## config.mk

```make
export PLATFORM = sky130hd
export DESIGN_NAME = usio_dev_flat
export DESIGN_NICKNAME = d
export VERILOG_FILES = /design/src/rtl/usio_pkg.sv /design/src/rtl/usio_if.sv /design/src/rtl/usio_uart.sv /design/src/rtl/usio_dev.sv /design/src/flat_wrapper.sv
export VERILOG_INCLUDE_DIRS = /design/src /design/src/rtl
export SDC_FILE = /design/constraint.sdc
export NUM_CORES = 2
export LEC_CHECK = 0
export ABC_CLOCK_PERIOD_IN_PS = 151400
export BUFFER_PORTS_ARGS = -buffer_cell sky130_fd_sc_hd__buf_2
export CAP_MARGIN = 20
export CELL_PAD_IN_SITES_DETAIL_PLACEMENT = 0
export CELL_PAD_IN_SITES_GLOBAL_PLACEMENT = 2
export CORE_MARGIN = 2
export CORE_UTILIZATION = 35
export CTS_CLUSTER_SIZE = 12
export DETAILED_ROUTE_END_ITERATION = 10
export GPL_TIMING_DRIVEN = 0
export PLACE_DENSITY_LB_ADDON = 0.1
export SETUP_SLACK_MARGIN = 0.05
export SLEW_MARGIN = 20
export SYNTH_ARGS = -nofsm -noshare
export SYNTH_HDL_FRONTEND = slang
export SYNTH_HIERARCHICAL = 1
export SYNTH_SLANG_ARGS = --single-unit
```

## constraint.sdc

```tcl
create_clock -name sys_clk -period 151.4 [get_ports sys_clk]
set_input_delay 22.71 -clock sys_clk [delete_from_list [all_inputs] [get_ports sys_clk]]
set_output_delay 22.71 -clock sys_clk [all_outputs]
set_load 0.01 [all_outputs]
```

## src/rtl/usio_cfg.svh

```systemverilog
// constants for the uart system and io command handler
`ifndef USIO_CFG_SVH
`define USIO_CFG_SVH
`define USIO_CLK_HZ 32'd200000000
`define USIO_CMD_DUMMY 8'h00
`define USIO_CMD_SLEEP 8'h03
`define USIO_CMD_RESET 8'h04
`define USIO_CMD_BAUD 8'h05
`define USIO_CMD_DTYPE 8'h06
`define USIO_CMD_HTYPE 8'h07
`define USIO_CMD_SETPIN 8'h08
`define USIO_CMD_GETPIN 8'h09
`define USIO_WAKE_BYTE 8'h00
`define USIO_CFG_MAX 8'h01
`define USIO_PIN_HIZ 2'h0
`define USIO_PIN_IN 2'h1
`define USIO_PIN_LOW 2'h2
`define USIO_PIN_HIGH 2'h3
`define USIO_PIN_MODE_MAX 8'h03
`define USIO_NPIO 8
`define USIO_ST_ACK 8'h01
`define USIO_ST_NACK 8'h02
`define USIO_ST_START 8'h03
`define USIO_HDR_A 8'ha5
`define USIO_HDR_B 8'h5a
`define USIO_CRYPT_KEY 8'h3c
`define USIO_RPL_HEAD 3'd3
// fast start-up rate keeps the first exchange short; divider comes out exact
`define USIO_BAUD_RST 32'd2000000
`define USIO_DIV_RST 16'((`USIO_CLK_HZ) / (`USIO_BAUD_RST))
`define USIO_DIV_MIN 32'd16
`define USIO_DIV_MAX 32'd65535
`define USIO_INIT_US 32'd10
`define USIO_INIT_CYC (`USIO_INIT_US * (`USIO_CLK_HZ / 32'd1000000))
`define USIO_HOLD_MS 32'd50
`define USIO_HOLD_CYC (`USIO_HOLD_MS * (`USIO_CLK_HZ / 32'd1000))
`endif

```

## src/rtl/usio_pkg.sv

```systemverilog
// types and shared arithmetic for the command handler
package usio_pkg;
`include "usio_cfg.svh"
  typedef enum logic [2:0] {DS_INIT, DS_CMD, DS_ARG, DS_EXEC, DS_SEND, DS_SLEEP} usio_dstate_t;
  typedef enum logic [2:0] {PO_NONE, PO_SLEEP, PO_RESET, PO_BAUD, PO_DTYPE, PO_HTYPE} usio_post_t;
  typedef enum logic [1:0] {HS_IDLE, HS_SEND, HS_RX, HS_POST} usio_hstate_t;

  // argument bytes that follow each command code
  function automatic logic [2:0] usio_arg_count(input logic [7:0] code);
    logic [2:0] n;
    n = 3'd0;
    if (code == `USIO_CMD_BAUD) n = 3'd4;
    else if (code == `USIO_CMD_SETPIN) n = 3'd2;
    else if (code == `USIO_CMD_DTYPE || code == `USIO_CMD_HTYPE || code == `USIO_CMD_GETPIN)
      n = 3'd1;
    return n;
  endfunction

  // nearest divider for a requested rate, clamped to the range 16 through 65535
  function automatic logic [15:0] usio_div_of(input logic [31:0] rate);
    logic [31:0] q;
    q = (rate == 32'h0) ? `USIO_DIV_MAX : (`USIO_CLK_HZ + (rate >> 1)) / rate;
    if (q < `USIO_DIV_MIN) q = `USIO_DIV_MIN;
    if (q > `USIO_DIV_MAX) q = `USIO_DIV_MAX;
    return q[15:0];
  endfunction

  function automatic logic [31:0] usio_rate_of(input logic [15:0] div);
    return `USIO_CLK_HZ / {16'h0, div};
  endfunction
endpackage

```

## src/rtl/usio_if.sv

```systemverilog
// serial link between host and device
`timescale 1ns/100ps
interface usio_if;
  logic h2d;
  logic d2h;
  modport dev (input h2d, output d2h);
  modport host (output h2d, input d2h);
endinterface

```

## src/rtl/usio_uart.sv

```systemverilog
// 8n1 byte transmitter and receiver with a run-time divider
`timescale 1ns/100ps
module usio_uart (
  // clock and reset
  input wire logic sys_clk,
  input wire logic rst_n,
  // bit period in clock cycles
  input wire logic [15:0] div,
  // transmit side
  input wire logic tx_valid,
  input wire logic [7:0] tx_data,
  output logic tx_busy,
  output logic tx_line,
  // receive side
  input wire logic rx_line,
  output logic rx_valid,
  output logic [7:0] rx_data
);
  logic [15:0] tx_cnt_reg;
  logic [3:0] tx_bit_reg;
  logic [9:0] tx_sh_reg;
  logic [15:0] rx_cnt_reg;
  logic [3:0] rx_bit_reg;
  logic rx_act_reg;
  logic rx_prev_reg;
  wire tx_tick = (tx_cnt_reg == 16'h0);
  wire rx_tick = (rx_cnt_reg == 16'h0);
  wire rx_fall = rx_prev_reg & ~rx_line;

  always_ff @(posedge sys_clk or negedge rst_n) begin
    if (!rst_n) begin
      tx_busy <= 1'b0;
      tx_line <= 1'b1;
      tx_cnt_reg <= 16'h0;
      tx_bit_reg <= 4'h0;
      tx_sh_reg <= 10'h3ff;
    end else if (!tx_busy) begin
      if (tx_valid) begin
        tx_busy <= 1'b1;
        tx_sh_reg <= {1'b1, tx_data, 1'b0};
        tx_cnt_reg <= 16'h0;
        tx_bit_reg <= 4'h0;
      end
    end else if (tx_tick) begin
      // busy stays up through the whole stop bit
      if (tx_bit_reg == 4'ha) begin
        tx_busy <= 1'b0;
      end else begin
        tx_line <= tx_sh_reg[0];
        tx_sh_reg <= {1'b1, tx_sh_reg[9:1]};
        tx_bit_reg <= tx_bit_reg + 4'h1;
        tx_cnt_reg <= div - 16'h1;
      end
    end else begin
      tx_cnt_reg <= tx_cnt_reg - 16'h1;
    end
  end

  always_ff @(posedge sys_clk or negedge rst_n) begin
    if (!rst_n) begin
      rx_prev_reg <= 1'b1;
      rx_act_reg <= 1'b0;
      rx_cnt_reg <= 16'h0;
      rx_bit_reg <= 4'h0;
      rx_data <= 8'h00;
      rx_valid <= 1'b0;
    end else begin
      rx_prev_reg <= rx_line;
      rx_valid <= 1'b0;
      if (!rx_act_reg) begin
        if (rx_fall) begin
          rx_act_reg <= 1'b1;
          rx_cnt_reg <= div >> 1;
          rx_bit_reg <= 4'h0;
        end
      end else if (rx_tick) begin
        rx_cnt_reg <= div - 16'h1;
        rx_bit_reg <= rx_bit_reg + 4'h1;
        // a start bit that is high again was a glitch
        if (rx_bit_reg == 4'h0 && rx_line) rx_act_reg <= 1'b0;
        if (rx_bit_reg != 4'h0 && rx_bit_reg != 4'h9) rx_data <= {rx_line, rx_data[7:1]};
        if (rx_bit_reg == 4'h9) begin
          rx_act_reg <= 1'b0;
          rx_valid <= rx_line;
        end
      end else begin
        rx_cnt_reg <= rx_cnt_reg - 16'h1;
      end
    end
  end
endmodule // usio_uart

```

## src/rtl/usio_dev.sv

```systemverilog
// device end: executes system and io commands received over the link
`timescale 1ns/100ps
`include "usio_cfg.svh"
module usio_dev
  import usio_pkg::*;
(
  // clock and reset
  input wire logic sys_clk,
  input wire logic rst_n,
  // link
  usio_if.dev lnk,
  // general purpose pins
  input wire logic [`USIO_NPIO-1:0] gpio_in,
  output logic [`USIO_NPIO-1:0] gpio_out,
  output logic [`USIO_NPIO-1:0] gpio_oe_n,
  output logic [`USIO_NPIO-1:0] gpio_ie,
  // status
  output logic asleep,
  output logic data_enc,
  output logic hdr_b,
  output logic [31:0] baud_rate,
  output logic nv_write
);
  import usio_pkg::*;

  usio_dstate_t state_reg;
  usio_post_t post_reg;
  logic [7:0] cmd_reg;
  logic [31:0] arg_reg;
  logic [2:0] idx_reg;
  logic [2:0] len_reg;
  logic [7:0] rpl_reg [0:6];
  logic [15:0] div_reg;
  logic [15:0] div_new_reg;
  logic [31:0] baud_new_reg;
  logic [31:0] init_cnt_reg;
  logic tx_vld_reg;
  logic [7:0] tx_dat_reg;
  logic tx_busy;
  logic rx_valid;
  logic [7:0] rx_data;

  // decode of the received command
  wire [2:0] n_args = usio_arg_count(rx_data);
  wire [7:0] pin_idx = arg_reg[7:0];
  wire [7:0] pin_arg = arg_reg[15:8];
  wire [2:0] pin_sel = pin_idx[2:0];
  wire pin_ok = (pin_idx < 8'(`USIO_NPIO));
  wire mode_ok = (pin_arg <= `USIO_PIN_MODE_MAX);
  wire cfg_ok = (arg_reg[7:0] <= `USIO_CFG_MAX);
  wire [15:0] req_div = usio_div_of(arg_reg);
  wire [31:0] got_rate = usio_rate_of(req_div);
  wire pin_lvl = pin_ok & gpio_in[pin_sel];
  wire cmd_known = (cmd_reg <= `USIO_CMD_GETPIN) && (cmd_reg != 8'h01) && (cmd_reg != 8'h02);
  wire is_baud = (cmd_reg == `USIO_CMD_BAUD);
  wire is_get = (cmd_reg == `USIO_CMD_GETPIN);
  wire [2:0] rpl_np = is_baud ? 3'd4 : (is_get ? 3'd1 : 3'd0);
  wire [31:0] rpl_par = is_baud ? got_rate : {31'h0, pin_lvl};
  wire [7:0] rpl_hdr = hdr_b ? `USIO_HDR_B : `USIO_HDR_A;
  wire [7:0] rpl_st = cmd_known ? `USIO_ST_ACK : `USIO_ST_NACK;
  wire [7:0] out_byte = rpl_reg[idx_reg];
  // only the parameters are scrambled, so a host can always frame the reply
  wire [7:0] out_enc = (data_enc && idx_reg >= `USIO_RPL_HEAD) ? out_byte ^ `USIO_CRYPT_KEY
                                                                : out_byte;
  wire tx_free = !tx_busy && !tx_vld_reg;
  wire init_done = (init_cnt_reg >= `USIO_INIT_CYC);

  usio_uart u_uart (
    .sys_clk(sys_clk),
    .rst_n(rst_n),
    .div(div_reg),
    .tx_valid(tx_vld_reg),
    .tx_data(tx_dat_reg),
    .tx_busy(tx_busy),
    .tx_line(lnk.d2h),
    .rx_line(lnk.h2d),
    .rx_valid(rx_valid),
    .rx_data(rx_data)
  );

  always_ff @(posedge sys_clk or negedge rst_n) begin
    if (!rst_n) begin
      state_reg <= DS_INIT;
      post_reg <= PO_NONE;
      cmd_reg <= 8'h00;
      arg_reg <= 32'h0;
      idx_reg <= 3'd0;
      len_reg <= 3'd0;
      for (int i = 0; i < 7; i++) rpl_reg[i] <= 8'h00;
      div_reg <= `USIO_DIV_RST;
      div_new_reg <= `USIO_DIV_RST;
      baud_new_reg <= `USIO_BAUD_RST;
      baud_rate <= `USIO_BAUD_RST;
      data_enc <= 1'b0;
      hdr_b <= 1'b0;
      asleep <= 1'b0;
      nv_write <= 1'b0;
      init_cnt_reg <= 32'h0;
      tx_vld_reg <= 1'b0;
      tx_dat_reg <= 8'h00;
      gpio_out <= '0;
      gpio_oe_n <= '1;
      gpio_ie <= '0;
    end else begin
      tx_vld_reg <= 1'b0;
      nv_write <= 1'b0;
      unique case (state_reg)
        DS_INIT: begin
          // link settings are kept, pins come back released
          init_cnt_reg <= init_cnt_reg + 32'h1;
          gpio_out <= '0;
          gpio_oe_n <= '1;
          gpio_ie <= '0;
          if (init_done) begin
            rpl_reg[0] <= rpl_hdr;
            rpl_reg[1] <= `USIO_ST_START;
            rpl_reg[2] <= 8'h00;
            len_reg <= `USIO_RPL_HEAD;
            idx_reg <= 3'd0;
            post_reg <= PO_NONE;
            state_reg <= DS_SEND;
          end
        end
        DS_CMD: begin
          if (rx_valid) begin
            cmd_reg <= rx_data;
            arg_reg <= 32'h0;
            idx_reg <= 3'd0;
            state_reg <= (n_args == 3'd0) ? DS_EXEC : DS_ARG;
          end
        end
        DS_ARG: begin
          if (rx_valid) begin
            arg_reg[{idx_reg[1:0], 3'b000} +: 8] <= rx_data;
            idx_reg <= idx_reg + 3'd1;
            if (idx_reg == usio_arg_count(cmd_reg) - 3'd1) state_reg <= DS_EXEC;
          end
        end
        DS_EXEC: begin
          rpl_reg[0] <= rpl_hdr;
          rpl_reg[1] <= rpl_st;
          rpl_reg[2] <= {5'h0, rpl_np};
          rpl_reg[3] <= rpl_par[7:0];
          rpl_reg[4] <= rpl_par[15:8];
          rpl_reg[5] <= rpl_par[23:16];
          rpl_reg[6] <= rpl_par[31:24];
          len_reg <= `USIO_RPL_HEAD + rpl_np;
          idx_reg <= 3'd0;
          post_reg <= PO_NONE;
          if (cmd_reg == `USIO_CMD_SLEEP) post_reg <= PO_SLEEP;
          if (cmd_reg == `USIO_CMD_RESET) post_reg <= PO_RESET;
          if (is_baud) begin
            div_new_reg <= req_div;
            baud_new_reg <= got_rate;
            post_reg <= PO_BAUD;
          end
          if (cmd_reg == `USIO_CMD_DTYPE && cfg_ok) post_reg <= PO_DTYPE;
          if (cmd_reg == `USIO_CMD_HTYPE && cfg_ok) post_reg <= PO_HTYPE;
          // pin is set up before its ack leaves
          if (cmd_reg == `USIO_CMD_SETPIN && pin_ok && mode_ok) begin
            gpio_oe_n[pin_sel] <= (pin_arg[1:0] < `USIO_PIN_LOW);
            gpio_out[pin_sel] <= (pin_arg[1:0] == `USIO_PIN_HIGH);
            gpio_ie[pin_sel] <= (pin_arg[1:0] == `USIO_PIN_IN);
          end
          state_reg <= DS_SEND;
        end
        DS_SEND: begin
          if (tx_free && idx_reg != len_reg) begin
            tx_vld_reg <= 1'b1;
            tx_dat_reg <= out_enc;
            idx_reg <= idx_reg + 3'd1;
          end else if (tx_free) begin
            // last stop bit is out: new settings apply from here
            state_reg <= DS_CMD;
            unique case (post_reg)
              PO_NONE: begin
              end
              PO_SLEEP: begin
                asleep <= 1'b1;
                state_reg <= DS_SLEEP;
              end
              PO_RESET: begin
                init_cnt_reg <= 32'h0;
                state_reg <= DS_INIT;
              end
              PO_BAUD: begin
                div_reg <= div_new_reg;
                baud_rate <= baud_new_reg;
                nv_write <= 1'b1;
              end
              PO_DTYPE: begin
                data_enc <= arg_reg[0];
                nv_write <= 1'b1;
              end
              PO_HTYPE: begin
                hdr_b <= arg_reg[0];
                nv_write <= 1'b1;
              end
            endcase
          end
        end
        DS_SLEEP: begin
          // anything but the wake byte is dropped while asleep
          if (rx_valid && rx_data == `USIO_WAKE_BYTE) begin
            asleep <= 1'b0;
            cmd_reg <= `USIO_CMD_DUMMY;
            state_reg <= DS_EXEC;
          end
        end
      endcase
    end
  end
endmodule // usio_dev

```

## src/flat_wrapper.sv

```systemverilog
// flat-port wrapper written by rule: the top's interface ports become plain ports
module usio_dev_flat import usio_pkg::*;
  (sys_clk, rst_n, gpio_in, gpio_out, gpio_oe_n, gpio_ie, asleep, data_enc, hdr_b, baud_rate, nv_write, lnk_h2d, lnk_d2h);
  usio_if lnk_i ();
  input wire logic sys_clk;
  input wire logic rst_n;
  input wire logic [`USIO_NPIO-1:0] gpio_in;
  output logic [`USIO_NPIO-1:0] gpio_out;
  output logic [`USIO_NPIO-1:0] gpio_oe_n;
  output logic [`USIO_NPIO-1:0] gpio_ie;
  output logic asleep;
  output logic data_enc;
  output logic hdr_b;
  output logic [31:0] baud_rate;
  output logic nv_write;
  input wire logic [$bits(lnk_i.h2d)-1:0] lnk_h2d;
  output wire logic [$bits(lnk_i.d2h)-1:0] lnk_d2h;
  assign lnk_i.h2d = lnk_h2d;
  assign lnk_d2h = lnk_i.d2h;
  usio_dev u_core (.sys_clk(sys_clk), .rst_n(rst_n), .lnk(lnk_i), .gpio_in(gpio_in), .gpio_out(gpio_out), .gpio_oe_n(gpio_oe_n), .gpio_ie(gpio_ie), .asleep(asleep), .data_enc(data_enc), .hdr_b(hdr_b), .baud_rate(baud_rate), .nv_write(nv_write));
endmodule
```

==> results by group <==
CTS
  – Worst-path clk slew: 60 ps
  – CTS sink count: 316
  – Num CTS Buffers: 37
  – Root Driver: clkbuf_16
  – Max Buffers Root-to-Sink: 3
  – H-tree levels: 2
  – CTS tree: yes
  – Post-CTS Hold Buffers: 0
  – Latest clock arrival within the worst-skew pair: 550 ps

Floorplan
  – Ports: between 70 and 80
  – Initial core utilization: 35.1%
  – Die X: 435 µm
  – FP Rows: 158
  – Die area: 189000 µm²
  – Core box area: 185000 µm²
  – Die H: 435 µm

Drt
  – Final wirelength: 259 mm
  – Initial drt markers: 4194
  – Number of vias per cell: between 5 and 6
  – ANT nets after route: 0
  – DR DRC count: 0
  – Vias post-DR: ~69000
  – 1st-pass router iterations: 6
  – Mean routed wirelength per cell: around 22 µm

GRT
  – Largest net degree at the start of global routing: 84
  – Antenna violations before repair: 8
  – First-pass GRT wire length: 390 mm
  – Total track usage: 26.0%
  – Vias in the first global route: 65800
  – GRT overflow: 0

Pwr
  – Peak VDD IR: 0.00000693 V
  – Pint: 0.144 mW
  – Flop pwr share: 47.2%
  – Comb pwr share: about 6.3%
  – Pwr Density: 2.35 nW/µm²
  – Switch Pwr: 0.0458 mW
  – Clock power share: 46.5%
  – Total power: ~0.19 mW
  – Switching share of power: 24.2%
  – Lkg Pwr: 34.5 nW

Critical path
  – Most frequent CP cell: o21a_1
  – Worst setup EP type: flop
  – Crit path DAT: 145220 ps
  – Worst R2R Path Depth: 803
  – Reg2reg setup slack: 6590 ps
  – Crit path kind: flop to flop
  – WP buf/inv: 93
  – CP delay by family, top: compound AO/OA/AOI/OAI gates
  – Req. time, crit path: 151810 ps
  – CP max stage delay: 630 ps
  – Startpoint class of the critical path: flop
  – Levels on crit path: 790
  – Slowest-stage cell, CP: or4b_4
  – Worst Path Max Fanout: 11

Min path
  – Min-Delay Path Class: flop to flop
  – Hold path depth: 2

Cells and area
  – Share of post-route cells with drive strength above 1: 21.5%
  – # nets final: 10400
  – Max reg flops: 38
  – Fin cells: about 12000
  – Area grow syn2layout: 24.1%

Timing
  – Setup ws final: about 6600 ps
  – Final Hold Fails: 0
  – Final worst path period need: 144810 ps
  – Setup TNS: 0 ps
  – Period utilisation layout: about 96%
  – Final setup fails: 0
  – Clk_skew: 33.5 ps
  – Worst-Margin Slew: ~1300 ps
  – F_max: around 0.007 GHz
  – Final Max Slew Viols: 0
  – Hold Worst Slack: 470 ps
  – Max transition margin: 15.5%

Yosys
  – Post-synth top flop: dfrtp_1
  – Post-synthesis sequential area ratio: 12.3%
  – Yosys cell types: 141
  – Ys Warns: 6
  – Mapped Area: approximately 65000 µm²
  – Syn avg cell area: roughly 7.3 µm²
  – Count of state elements after synthesis: 316
  – Number of enable flip-flop cells after synthesis: 0
  – Post-synth ARST share: 100%
  – Cell count after synthesis: 8846

Place
  – Final GP Congestion: 0.895
  – PortBufs: 71
  – HPWL after detailed placement: between 200 and 250 mm
  – Place WS: -44850 ps
  – Placed Cells: 11400

Flow run
  – # Max-Cap Violations: 0

Run status
  – Status: completed
[logic make-up (layout without fill, tap and decap cells)]
group           count (synthesis)  count (layout)  synth area share [%]
simple gates                 3139            3140                  23.3
mux                           273             273                  4.68
flops                         316             316                  12.3
buf+inv                       598            1238                  3.82
compound gates               2995            2995                  30.1
other cells                     1               5               0.00578
xor+xnor                      618             618                  8.34
fa+ha+maj                     906             906                  17.5
[area by class of cell]
| type | count | area, µm² |
|---|---|---|
| Antenna cell | 1 | 2.50 |
| Timing Repair Buffer | 584 | 4910 |
| Clock inverter | 5 | 86.3 |
| Sequential cell | 316 | 7960 |
| Tap cell | 2480 | 3100 |
| Multi-Input combinational cell | 7936 | 59900 |
| Clock buffer | 61 | 1080 |
| Fill cell | 19100 | 104000 |
| Timing Repair inverter | 1 | 6.26 |
| Buffer | 263 | 2250 |
| Inverter | 324 | 1260 |
[synthesized netlist by cell type, types with 21 or more instances]
cell | instances | area [µm²]
a21o_1 | 229 | 1720
nor4_1 | 59 | 369
ha_1 | 906 | 11300
mux2i_1 | 45 | 450
and3_1 | 75 | 469
o21a_1 | 305 | 2290
o21bai_1 | 83 | 623
buf_1 | 21 | 78.8
and4_1 | 33 | 289
a21oi_1 | 811 | 4060
nand3_1 | 181 | 906
nor2b_1 | 104 | 651
a221oi_1 | 21 | 184
buf_4 | 32 | 240
or3_1 | 77 | 482
nor2_1 | 879 | 3300
nand2_1 | 867 | 3250
inv_1 | 316 | 1190
a211oi_1 | 66 | 495
o31ai_1 | 161 | 1210
and2_1 | 89 | 557
or2_2 | 60 | 375
dfrtp_1 | 277 | 6930
a211o_1 | 34 | 298
o21ai_1 | 58 | 290
xnor2_1 | 334 | 2930
nor3_1 | 335 | 1680
o21ai_0 | 644 | 3220
clkbuf_1 | 169 | 634
mux2_2 | 212 | 2390
nor3b_1 | 21 | 158
o22ai_1 | 26 | 163
a31oi_1 | 70 | 438
o211ai_1 | 65 | 488
a22oi_1 | 33 | 248
nand4_1 | 124 | 776
buf_2 | 43 | 215
dfstp_2 | 39 | 1020
xor2_1 | 284 | 2490
a22o_1 | 37 | 324
nand2b_1 | 103 | 644
or4_1 | 29 | 218
a21boi_0 | 30 | 225
[power by group through the flow]
stage	registers [mW]	logic (mW)	clock network, mW
finish	0.0895	0.0118	0.0882
detailed placement	0.0909	0.0119	0
global route	0.0898	0.0134	0.0941
floorplan	0.0901	0.00773	0
CTS	0.0894	0.0120	0.0905
global placement	0.0909	0.0113	0
[final timing paths]
path                                         startpoint                 endpoint
worst max register to register       u_core/arg_reg[17]       u_core/rpl_reg[24]
worst min register to register  u_core/baud_new_reg[26]  u_core/baud_new_reg[26]
max in group asynchronous                         rst_n  u_core/baud_new_reg[15]
worst max-delay path                 u_core/arg_reg[17]       u_core/rpl_reg[24]
worst min-delay path            u_core/baud_new_reg[26]  u_core/baud_new_reg[26]
min in group asynchronous                         rst_n  u_core/init_cnt_reg[28]
[per-stage QoR]
| stage | util, % | cell area, µm² |
|---|---|---|
| after global placement | 37.0 | 68400 |
| after detailed placement | 37.6 | 69400 |
| after floorplan | - | 64900 |
| after CTS | 40.4 | 74800 |
| final | 43.6 | 80500 |
| after global routing | 43.6 | 80500 |
[worst reg2reg max path, delay by kind of cell (launching register included)]
kind / cells / cell delay [ps]
XOR/XNOR: 4 / 490
adder cells (fa/ha/maj): 59 / 16420
multiplexers: 20 / 6610
flip-flops: 1 / 380
AO/OA/AOI/OAI: 433 / 75650
AND/OR/NAND/NOR: 194 / 30050
buffers and inverters: 93 / 15080
[per-layer routing]
metal | vias up | global-route usage [%] | routed length [µm]
li1 | 34300 | - | -
met1 | 33400 | 35.1 | 120000
met2 | 1232 | 45.5 | 124000
met3 | 263 | 1.45 | 8180
met4 | 0 | 5.50 | 6630
met5 | - | 0 | 0
[cells in the final DEF, fill, tap and decap left out, drive strengths merged, types with 284 or more instances in the layout]
cell type | netlist | final
nor3 | 339 | 339
xnor2 | 334 | 334
nand2 | 868 | 868
a21oi | 815 | 815
xor2 | 284 | 284
inv | 319 | 318
nor2 | 884 | 884
o21a | 308 | 308
ha | 906 | 906
buf | 104 | 727
o21ai | 710 | 710
[what timing repair did]
action | 4_1_cts | 5_1_grt
resized for setup | 753 | 810
setup buffers | 171 | 292
gates cloned | 1 | 6
setup endpoints to repair | 18 | 8
pin swaps | 142 | 397
No activity file was read; power rests on OpenSTA's default activity.
